## src/logic/port_pin_data_map.svh

```systemverilog
`ifndef PORT_PIN_DATA_MAP_SVH
`define PORT_PIN_DATA_MAP_SVH

// Register byte offsets on the APB bus.
`define PPD_OFS_DATA 12'h000
`define PPD_OFS_STORED 12'h004
`define PPD_OFS_LEVEL 12'h008
`define PPD_OFS_DRIVE 12'h00c

// Field layout of the data register.
`define PPD_PIN_COUNT 10
`define PPD_PIN_MSB 9
`define PPD_REG_WIDTH 16

// Reset values.
`define PPD_DATA_RESET 10'h000
`define PPD_PIN_RESET 10'h000

// Synchroniser depth for pin inputs.
`define PPD_SYNC_STAGES 3

`endif

```

## src/logic/port_pin_data_pkg.sv

```systemverilog
package port_pin_data_pkg;

   // Phase of an APB access as the slave sees it.
   typedef enum logic [1:0] {
      PH_IDLE,
      PH_ANSWER,
      PH_DONE
   } apb_phase_e;

   // One bit per port pin.
   typedef logic [9:0] pin_vec_t;

   // Register selected by an address decode.
   typedef enum logic [2:0] {
      SEL_DATA,
      SEL_STORED,
      SEL_LEVEL,
      SEL_DRIVE,
      SEL_NONE
   } reg_sel_e;

endpackage

```

## src/logic/port_pin_data.sv

```systemverilog
`timescale 1ns/1ps
`include "port_pin_data_map.svh"

// Overview of operation
// - One 16-bit data register holds the ten pins in bits 9 down to 0.
// - Bits 15 to 10 read as zero and writes to them are dropped.
// - A pin set to port output with direction 1 is driven with its bit.
// - Reading an output pin's bit returns the stored value, not the pin.
// - Reading an input pin's bit (direction 0) returns the sampled level.
// - Writing an input pin's bit updates storage but not the pin.
// - For a non-port function direction is ignored, reads give storage.
// - A pin is driven only while the function selector picks the port.
module port_pin_data
   import port_pin_data_pkg::*;
(
   // Clock, reset and clock enable.
   input wire logic ref_clk,
   input wire logic reset,
   input wire logic clk_en,
   // APB slave.
   input wire logic psel,
   input wire logic penable,
   input wire logic pwrite,
   input wire logic [11:0] paddr,
   input wire logic [31:0] pwdata,
   input wire logic [3:0] pstrb,
   output logic [31:0] prdata,
   output logic pready,
   output logic pslverr,
   // Per-pin settings from the pin function controller.
   input wire logic [9:0] port_direction_select,
   input wire logic [9:0] pin_function_selector,
   // Board pins.
   input wire logic [9:0] pin_in,
   output logic [9:0] pin_out,
   output logic [9:0] pin_oe
);

   // Decode a byte address into one of the registers.
   // Only exact aligned word offsets match; anything else is refused.
   function automatic reg_sel_e decode(input logic [11:0] addr);
      reg_sel_e sel;
      sel = SEL_NONE;
      case (addr)
         `PPD_OFS_DATA: begin
            sel = SEL_DATA;
         end
         `PPD_OFS_STORED: begin
            sel = SEL_STORED;
         end
         `PPD_OFS_LEVEL: begin
            sel = SEL_LEVEL;
         end
         `PPD_OFS_DRIVE: begin
            sel = SEL_DRIVE;
         end
         default: begin
            sel = SEL_NONE;
         end
      endcase
      return sel;
   endfunction

   // Per-bit read mux: input port pins show the pin, all else storage.
   // The selector is tested first, so direction is a don't-care for a
   // pin lent to another function.
   function automatic pin_vec_t read_mix(input pin_vec_t stored,
                                         input pin_vec_t level,
                                         input pin_vec_t dir,
                                         input pin_vec_t func);
      pin_vec_t v;
      v = stored;
      for (int i = 0; i < `PPD_PIN_COUNT; i++) begin
         if (func[i] && !dir[i]) begin
            v[i] = level[i];
         end else begin
            v[i] = stored[i];
         end
      end
      return v;
   endfunction

   // Widen a pin vector to a bus word, upper bits zero.
   // The reserved bits are never stored, so they cannot read back as one.
   function automatic logic [31:0] to_word(input pin_vec_t v);
      return {22'h0, v};
   endfunction

   // Stored data and the value it takes at the next edge.
   pin_vec_t data_r;
   pin_vec_t data_nxt;

   // Pin synchroniser stages and the level that software reads.
   pin_vec_t sync1_r;
   pin_vec_t sync2_r;
   pin_vec_t sync3_r;
   pin_vec_t level_r;

   // Bus answer state.
   apb_phase_e phase_r;
   apb_phase_e phase_nxt;
   logic [31:0] prdata_r;
   logic pready_r;
   logic pslverr_r;

   // Pin drive flops.
   pin_vec_t pin_out_r;
   pin_vec_t pin_oe_r;

   // Decode and write helpers.
   reg_sel_e sel;
   logic access;
   logic taken;
   logic commit;
   logic [31:0] rd_word;
   logic [15:0] wr_merged;

   // Address decode and the access phase of the bus.
   assign sel = decode(paddr);
   assign access = psel && penable;
   // A write lands only at the edge where pready is seen high.
   assign commit = access && pready_r;
   // The first access edge of a transfer, seen while the slave is idle;
   // the later edges of the same transfer must not start another one.
   assign taken = access && (phase_r == PH_IDLE);

   // Byte lanes of the 16-bit register; lanes 2 and 3 hold nothing.
   // A one-lane write keeps the other lane's stored bits.
   always_comb begin
      wr_merged = {6'h0, data_r};
      if (pstrb[0]) begin
         wr_merged[7:0] = pwdata[7:0];
      end
      if (pstrb[1]) begin
         wr_merged[15:8] = pwdata[15:8];
      end
   end

   // Stored data follows any committed write to the data register, whatever the pin mode.
   // Input pins and lent pins still store it, so that a later switch to
   // port output drives what software wrote last.
   always_comb begin
      data_nxt = data_r;
      if (commit && pwrite && sel == SEL_DATA) begin
         data_nxt = wr_merged[`PPD_PIN_MSB:0];
      end
   end

   // Data register. Reserved bits are simply not stored.
   // The reset is the house asynchronous one; the reset value is zero.
   always_ff @(posedge ref_clk or posedge reset) begin
      if (reset) begin
         data_r <= `PPD_DATA_RESET;
      end else if (clk_en) begin
         data_r <= data_nxt;
      end
   end

   // Three-stage pin synchroniser; only stage one sees the raw pin.
   // The pins may change at any moment, so stage one alone may settle
   // late, and nothing but stage two ever reads it.
   always_ff @(posedge ref_clk or posedge reset) begin
      if (reset) begin
         sync1_r <= `PPD_PIN_RESET;
         sync2_r <= `PPD_PIN_RESET;
         sync3_r <= `PPD_PIN_RESET;
      end else if (clk_en) begin
         sync1_r <= pin_in;
         sync2_r <= sync1_r;
         sync3_r <= sync2_r;
      end
   end

   // A pin change counts once stages two and three agree, which keeps
   // a late-settling first stage from ever reaching software.
   // A bit whose stages disagree keeps its last agreed level.
   always_ff @(posedge ref_clk or posedge reset) begin
      if (reset) begin
         level_r <= `PPD_PIN_RESET;
      end else if (clk_en) begin
         for (int i = 0; i < `PPD_PIN_COUNT; i++) begin
            if (sync2_r[i] == sync3_r[i]) begin
               level_r[i] <= sync3_r[i];
            end
         end
      end
   end

   // Pin drive. Output data is loaded at the same edge as storage so that
   // every pin output leaves a flip-flop.
   // Taking data_nxt keeps the pin in step with the stored bit.
   always_ff @(posedge ref_clk or posedge reset) begin
      if (reset) begin
         pin_out_r <= `PPD_PIN_RESET;
         pin_oe_r <= `PPD_PIN_RESET;
      end else if (clk_en) begin
         pin_out_r <= data_nxt;
         // Direction only matters when the port function is chosen.
         pin_oe_r <= pin_function_selector & port_direction_select;
      end
   end

   // Read word for the selected register.
   // Only the data view mixes pins and storage; the other three show
   // storage, agreed pin levels and drive enables apart for debug.
   always_comb begin
      case (sel)
         SEL_DATA: begin
            rd_word = to_word(read_mix(data_r, level_r,
                                       port_direction_select,
                                       pin_function_selector));
         end
         SEL_STORED: begin
            rd_word = to_word(data_r);
         end
         SEL_LEVEL: begin
            rd_word = to_word(level_r);
         end
         SEL_DRIVE: begin
            rd_word = to_word(pin_oe_r);
         end
         default: begin
            rd_word = 32'h00000000;
         end
      endcase
   end

   // APB phase: one wait state, then pready, then back to idle.
   // The done phase adds a guard cycle before another transfer is taken.
   always_comb begin
      case (phase_r)
         PH_IDLE: begin
            phase_nxt = access ? PH_ANSWER : PH_IDLE;
         end
         PH_ANSWER: begin
            phase_nxt = PH_DONE;
         end
         PH_DONE: begin
            phase_nxt = PH_IDLE;
         end
         default: begin
            phase_nxt = PH_IDLE;
         end
      endcase
   end

   // Phase register.
   // Frozen with the rest while the clock enable is low.
   always_ff @(posedge ref_clk or posedge reset) begin
      if (reset) begin
         phase_r <= PH_IDLE;
      end else if (clk_en) begin
         phase_r <= phase_nxt;
      end
   end

   // Ready pulse. The wait state lets the read data come from a
   // flip-flop at the cost of one extra cycle per transfer.
   always_ff @(posedge ref_clk or posedge reset) begin
      if (reset) begin
         pready_r <= 1'b0;
      end else if (clk_en) begin
         pready_r <= taken;
      end
   end

   // Error answer: unmapped addresses and writes to the read-only views
   // fail. It stands only in the ready cycle, so a stale error never
   // leaks into the next transfer.
   always_ff @(posedge ref_clk or posedge reset) begin
      if (reset) begin
         pslverr_r <= 1'b0;
      end else if (clk_en) begin
         if (taken) begin
            pslverr_r <= (sel == SEL_NONE) || (pwrite && sel != SEL_DATA);
         end else begin
            pslverr_r <= 1'b0;
         end
      end
   end

   // Read data, captured at the taken edge. A write answers with zero and
   // the bus reads zero outside the ready cycle, so no old word is left
   // standing where a careless master might take it.
   always_ff @(posedge ref_clk or posedge reset) begin
      if (reset) begin
         prdata_r <= 32'h00000000;
      end else if (clk_en) begin
         if (taken && !pwrite) begin
            prdata_r <= rd_word;
         end else begin
            prdata_r <= 32'h00000000;
         end
      end
   end

   // Every output is a flop seen through a plain wire.
   assign prdata = prdata_r;
   assign pready = pready_r;
   assign pslverr = pslverr_r;
   assign pin_out = pin_out_r;
   assign pin_oe = pin_oe_r;

endmodule

```

## config.mk

```make
export PLATFORM = sky130hd
export DESIGN_NAME = port_pin_data
export DESIGN_NICKNAME = d
export VERILOG_FILES = /design/src/logic/port_pin_data_pkg.sv /design/src/logic/port_pin_data.sv
export VERILOG_INCLUDE_DIRS = /design/src /design/src/logic
export SDC_FILE = /design/constraint.sdc
export NUM_CORES = 1
export LEC_CHECK = 0
export BUFFER_PORTS_ARGS = -buffer_cell sky130_fd_sc_hd__buf_2
export CAP_MARGIN = 0
export CORE_ASPECT_RATIO = 0.75
export CORE_UTILIZATION = 45
export DETAILED_ROUTE_END_ITERATION = 8
export GPL_TIMING_DRIVEN = 1
export PLACE_DENSITY = 0.71
export RECOVER_POWER = 25
export SLEW_MARGIN = 20
export SYNTH_ARGS = -nofsm -noshare
export SYNTH_HDL_FRONTEND = slang
export SYNTH_SLANG_ARGS = --single-unit
export TNS_END_PERCENT = 20
```

## constraint.sdc

```tcl
create_clock -name ref_clk -period 2.4 [get_ports ref_clk]
set_input_delay 0.24 -clock ref_clk [delete_from_list [all_inputs] [get_ports ref_clk]]
set_output_delay 0.24 -clock ref_clk [all_outputs]
set_load 0.02 [all_outputs]
```

==> metrics.md, run 1 <==
| Metric | Value |
|---|---|
| Status | finished, final reports clean |
| DRC errors left | 0 |
| CTS resizes | 0 |
| RSZ-0062 raised after global routing | false |
| Post-CTS Setup Bufs | 0 |
| Switching share of power | 0.283 |
| Max VDD drop | 0.310 mV |
| Global-route wire length before repair | 12.7 mm |
| Initial Utilization | 0.465 |
| Worst reg-to-reg path cell count | 4 |
| Post-Syn Instances | 359 |
| Vias in the first global route | 2,713 |
| Clk slew on worst S/H paths | 80 ps |
| CP Capture Type | flip-flop |
| Hold path cells | 2 |
| Clk network pwr share | 0.316 |
| Final Cell Area | 4290 um^2 |
| Die Wd | 106 um |
| Initial antenna violation count | 0 |
| Relative slew slack | 0.340 |
| Setup TNS | 0 ps |
| Final Wtd Congestion | 0.783 |
| Maximum clock rate | 662 MHz |
| Final net count | 526 |
| Max-cap violations | 0 |
| CTS tree | built |
| Combinational share of power | 0.157 |
| # H-tree levels | 3 |
| Total Routing Usage GR | 0.194 |
| Worst path cell trace | inv_1 -> nand3_1 -> or3_1 -> o22ai_1 |
| Fraction of layout cells with a size suffix above 1 | 0.338 |
| Post-DP HPWL | 5.31 mm |
| RR Endpoint | prdata[6] |
| Top-level I/O count | 138 |
| Crit-path slowest cell | or3_1 |
| Vias per cell | 5.23 |
| Largest area contributor in the netlist | dfrtp_1 |
| Final hold slack | 124 ps |
| Register area share after synthesis | 0.498 |
| ANT cells | 0 |
| Sequential share of power | 0.527 |
| Area delta synth->final | 16.9% |
| Hold endpoint | sync1_r[9] |
| R2r startpoint | phase_r[0] |
| TritonCTS buffer count | 9 |
| Final WL | 7.79 mm |
| Synth Register Bits | 73 |
| Crit path largest cell delay | 620 ps |
| Dominant synthesized flop cell | dfrtp_1 |
| Final setup fails | 0 |
| Minimum clock period after layout | 1510 ps |
| Largest fanout on the critical path | 10 |
| Slew Limit Fails | 0 |
| Pleak | 0.00203 uW |
| Synthesized area | 3670 um^2 |
| DRT Pass-1 Iters | 4 |
| Grt ovf | 0 |
| CORE AREA | 7880 um^2 |
| Synth top area share | 0.498 |
| Placed cells | 535 |
| Final non-filler cell total | 552 |
| Count leader, synth | dfrtp_1 |
| CP Launch Type | flip-flop |
| Pwr Density | 650 nW/um^2 |
| Via count | 2,887 |
| Top post-synthesis cells by area | dfrtp_1 (50%), mux2_2 (12%), buf_4 (4.5%) |
| Crit path DAT | 1770 ps |
| Fin. Hold Viols | 0 |
| Asr flop ratio synth | 1.00 |
| WS Path Type | reg2reg |
| Largest net degree at the start of global routing | 85 |
| Psw | 789 uW |
| CTS Buffer Depth | 2 |
| PortBufs | 91 |
| Setup Skew | 7.62 ps |
| Post-synth EDFFs | 0 |
| DRT antenna net count | 0 |
| Int Power | 2000 uW |
| Worst hold start | pin_in[9] |
| Placed Area | 4110 um^2 |
| Yosys warning total | 0 |
| Clock Latency Late Sink | 340 ps |
| HP Class | in2reg |
| CP Data Required Time | 2660 ps |
| Die height | 80.2 um |
| Die area | 8520 um^2 |
| Wire length per cell | 14.1 um |
| Syn Area/Cell | 10.2 um^2 |
| Synth unique cells | 28 |
| Root Buffer | clkbuf_8 |
| Post-cts hold buffer count | 1 |
| CTS Sinks | 73 |
| Top post-synthesis cells by count | dfrtp_1 (73), inv_1 (44), mux2_2 (40) |
| R2R setup slack | 890 ps |
| DR iter-0 viols | 143 |
| Fin crit share | 0.629 |
| Least-Margin Pin Slew | 990 ps |
| Core Rows | 28 |
## registers in the layout, indices dropped and copies added, names as in the netlist
name and count:
level_r 10, pin_oe 10, pin_out 10, prdata 10
sync1_r 10, sync2_r 10, sync3_r 10, phase_r 2
pslverr 1
## worst max-delay path by stage
stage,from,end,slack [ps],cells after the start
floorplan,reset,level_r[0],310,1
global placement,paddr[3],pin_out[7],670,5
detailed placement,paddr[1],prdata[7],600,5
CTS,phase_r[0],prdata[3],910,4
global route,reset,prdata[8],780,4
finish,phase_r[0],prdata[6],890,4
## cell usage in the layout (no fill, tap or decap), types with 2 or more instances in the layout
cell         n
buf_2       91
dfrtp_1     73
inv_1       44
mux2_2      40
conb_1      22
o22ai_1     21
a21oi_1     20
nand2b_1    20
nand3_1     14
nor2_1      12
o21ai_0     12
clkbuf_8    11
nand2_1     10
a21o_1      10
nor3b_1     10
a2111oi_0   10
a221oi_1    10
clkinv_2     3
nor4_1       2
clkinvlp_4   2
## routing by layer
| layer | vias to the layer above | GRT usage | share of wire |
|---|---|---|---|
| li1 | 1374 | - | - |
| met4 | 0 | 0.0889 | 0.018 |
| met1 | 1415 | 0.233 | 0.45 |
| met5 | - | 0 | 0 |
| met2 | 83 | 0.325 | 0.48 |
| met3 | 15 | 0.0560 | 0.053 |
## stage by stage
stage                     worst slack, ps  power (uW)  utilization
after floorplan                       307        1810            -
after global placement                670        1910        0.521
after detailed placement              605        1940        0.521
after CTS                             908        2830        0.546
after global routing                  776        2930        0.544
final                                 890        2790        0.544
## worst max-delay path: cells and delay by family (launching register included)
family                 cells  cell delay, ps
buffers and inverters      1              70
and+or+nand+nor            2             720
AOI/OAI and AO/OA          1             220
DFF                        1             410
## kinds of logic (layout without fill, tap and decap cells)
logic type	after synthesis	after routing	share of synthesized area
AOI/OAI and AO/OA	84	84	0.150
and+or+nand+nor	74	74	0.115
DFF	73	73	0.498
other	1	22	0.00102
muxes	40	40	0.123
buffers and inverters	87	154	0.114
## final cells by class
class	count	area (um^2)
Timing Repair Buffer	94	480
Tap cell	105	131
Sequential cell	73	1830
Clock inverter	5	30.0
Multi-Input combinational cell	220	1500
Fill cell	725	3590
Inverter	44	165
Clock buffer	11	151
## power groups by stage
stage	combinational, uW	sequential (uW)	clock, uW
after floorplan	331	1480	0
after global placement	421	1480	0
after detailed placement	443	1500	0
after CTS	445	1470	914
after global routing	487	1490	956
final	437	1470	881
Power figures use the tool's default switching activity.
==> run 2: changes to the inputs <==
--- a/config.mk
+++ b/config.mk
@@ -6,6 +6,7 @@
 export SDC_FILE = /design/constraint.sdc
 export NUM_CORES = 1
 export LEC_CHECK = 0
+export ABC_AREA = 1
 export BUFFER_PORTS_ARGS = -buffer_cell sky130_fd_sc_hd__buf_2
 export CAP_MARGIN = 0
 export CORE_ASPECT_RATIO = 0.75
==> constraint.sdc (replaced) <==
create_clock -name ref_clk -period 1.6 [get_ports ref_clk]
set_input_delay 0.16 -clock ref_clk [delete_from_list [all_inputs] [get_ports ref_clk]]
set_output_delay 0.16 -clock ref_clk [all_outputs]
set_load 0.02 [all_outputs]
==> metrics.md, run 2 <==
| Metric | Value |
|---|---|
| Status | finished, final reports clean |
| Minimum clock period after layout | 1440 ps (-74.4 ps) |
| Final Cell Area | 4280 um^2 (-0.12%) |
| Global-route wire length before repair | 14.1 mm (+11%) |
| Top-level I/O count | 138 (unchanged) |
| PortBufs | 91 (unchanged) |
| Relative slew slack | 0.336 (-0.00431) |
| WS Path Type | reg2reg |
| TritonCTS buffer count | 9 (unchanged) |
| Largest fanout on the critical path | 10 (unchanged) |
| Synth Register Bits | 73 (unchanged) |
| Dominant synthesized flop cell | dfrtp_1 |
| CTS Sinks | 73 (unchanged) |
| Register area share after synthesis | 0.504 (+0.00567) |
| Max-cap violations | 0 (unchanged) |
| Largest area contributor in the netlist | dfrtp_1 |
| Pwr Density | 923 nW/um^2 (+42%) |
| Max layer used | met4 |
| CTS Buffer Depth | 2 (unchanged) |
| CTS resizes | 0 (unchanged) |
| Final Wtd Congestion | 0.787 (+0.52%) |
| Final setup fails | 0 (unchanged) |
| Commonest non-fill, non-tap cell in the layout | nand2_1 |
| Wire length per cell | 13.0 um (-7.7%) |
| CTS tree | built |
| Post-Syn Instances | 445 (+24%) |
| Post-DP HPWL | 6.08 mm (+14%) |
| Crit path DAT | 1720 ps (-50 ps) |
| Syn Area/Cell | 8.15 um^2 (-20%) |
| Post-synth EDFFs | 0 (unchanged) |
| Fin. Hold Viols | 0 (unchanged) |
| Clock Latency Late Sink | 340 ps (about the same) |
| Setup Skew | 5.88 ps (-1.74 ps) |
| CORE AREA | 7570 um^2 (-4.0%) |
| DRT antenna net count | 0 (unchanged) |
| CP Launch Type | flip-flop |
| Asr flop ratio synth | 1.00 (unchanged) |
| Placed Area | 4100 um^2 (-0.15%) |
| Core Rows | 27 (-3.6%) |
| Final core occ | 0.566 (+0.0220) |
| ANT cells | 0 (unchanged) |
| Top post-synthesis cells by area | dfrtp_1 (50%), nand2_1 (14%), nand3_1 (7.2%) |
| Setup TNS | 0 ps (unchanged) |
| CP Data Required Time | 1890 ps (-770 ps) |
| Post-CTS Setup Bufs | 0 (unchanged) |
| Metal2 WL | 3.89 mm (+4.6%) |
| Die area | 8420 um^2 (-1.1%) |
| Vias per cell | 5.01 (-4.1%) |
| Largest net degree at the start of global routing | 74 (-13%) |
| HP Class | in2reg |
| Root Buffer | clkbuf_8 |
| Slew Limit Fails | 0 (unchanged) |
| Post-cts hold buffer count | 2 (+1) |
| Initial antenna violation count | 0 (unchanged) |
| Commonest cells after routing, fill and taps aside | nand2_1 (131), buf_2 (90), dfrtp_1 (73), nand3_1 (52), o21ai_0 (51) |
| Initial Utilization | 0.479 (+0.0139) |
| Via count | 3,229 (+12%) |
| Maximum clock rate | 696 MHz (+5.2%) |
| # H-tree levels | 3 (unchanged) |
| Synthesized area | 3630 um^2 (-1.1%) |
| Fraction of layout cells with a size suffix above 1 | 0.232 (-0.106) |
| Final hold slack | 15.7 ps (-109 ps) |
| Max VDD drop | 0.420 mV (+36%) |
| Met3 wire length | 616 um (+51%) |
| Synth top area share | 0.504 (+0.00567) |
| Die height | 79.7 um (-0.55%) |
| Count leader, synth | nand2_1 |
| Final WL | 8.39 mm (+7.7%) |
| DRC errors left | 0 (unchanged) |
| Fin crit share | 0.898 (+0.268) |
| Final net count | 622 (+18%) |
| Worst reg-to-reg path cell count | 5 (+1) |
| DR iter-0 viols | 252 (+76%) |
| Total Routing Usage GR | 0.214 (+0.0197) |
| Clk slew on worst S/H paths | 80 ps (about the same) |
| Top post-synthesis cells by count | nand2_1 (131), dfrtp_1 (73), nand3_1 (52) |
| Vias in the first global route | 3,093 (+14%) |
| Hold path cells | 3 (+1) |
| Grt ovf | 0 (unchanged) |
| Synth unique cells | 22 (-21%) |
| CP Capture Type | flip-flop |
| Die Wd | 106 um (-0.56%) |
| RSZ-0062 raised after global routing | false |
| M1 WL | 3.82 mm (+8.6%) |
| Area delta synth->final | 18.1% |
| DRT Pass-1 Iters | 4 (unchanged) |
| Yosys warning total | 0 (unchanged) |
| Pleak | 0.00235 uW (+16%) |
| Least-Margin Pin Slew | 996 ps (+6.47 ps) |
-- run 2: cell count changes in the layout (fill, tap and decap cells not counted), sizes merged, moves of 11 or more --
cell | before | now
nand3 | 15 | 52
o21ai | 12 | 61
nand2 | 10 | 134
nand4 | 0 | 11
mux2 | 40 | 0
nand2b | 20 | 0
a21oi | 20 | 1
o22ai | 21 | 0
nor2 | 12 | 25
-- run 2: cell type report --
cell class	instances	area [um^2]
inverters	35	135
well taps	101	126
fillers	699	3280
clock inverters	5	30.0
repair buffers	101	527
flip-flops and latches	73	1830
multi-input cells	318	1490
clock buffers	11	151
-- run 2: path summary, 6_finish.rpt --
check	from	end	slack, ps
worst max-delay path	phase_r[0]	prdata[6]	160
worst min-delay path	pwdata[6]	pin_out[6]	20
worst max register to register	phase_r[0]	prdata[6]	160
worst min register to register	sync1_r[8]	sync1_r[8]	480
max in group asynchronous	reset	prdata[2]	240
min in group asynchronous	reset	level_r[6]	700
-- run 2: critical path, stage by stage, from the launching register on --
cell     delay (ps)
dfrtp_1         410
nor2_1          110
nand3_1         160
nor3_4          500
nand2_1         120
nand2_1          70
-- run 2: cell families after synthesis --
logic type	count (synthesis)	share of synthesized area
buffers and inverters	75	0.108
AOI/OAI and AO/OA	72	0.106
DFF	73	0.504
other	1	0.00103
and+or+nand+nor	224	0.281
-- run 2: power breakdown --
group          total, uW  internal, uW  leakage, uW  switching [uW]
clock               1310           638    0.0000911             667
sequential          2130          2010     0.000953             125
combinational        515           177      0.00130             339
total               3950          2820      0.00235            1130
-- run 2: layer usage --
metal / vias to the layer above / global-route usage
met2: 123 / 0.350
met5: - / 0
li1: 1601 / -
met1: 1499 / 0.284
met4: 0 / 0.0514
met3: 6 / 0.0580
-- run 2: metrics by stage --
stage	total power [uW]	setup WS, ps	std cells
after floorplan	2510	314	466
after global placement	2670	200	626
after detailed placement	2690	178	626
after CTS	4010	117	644
after global routing	4180	0.499	644
final	3950	164	644
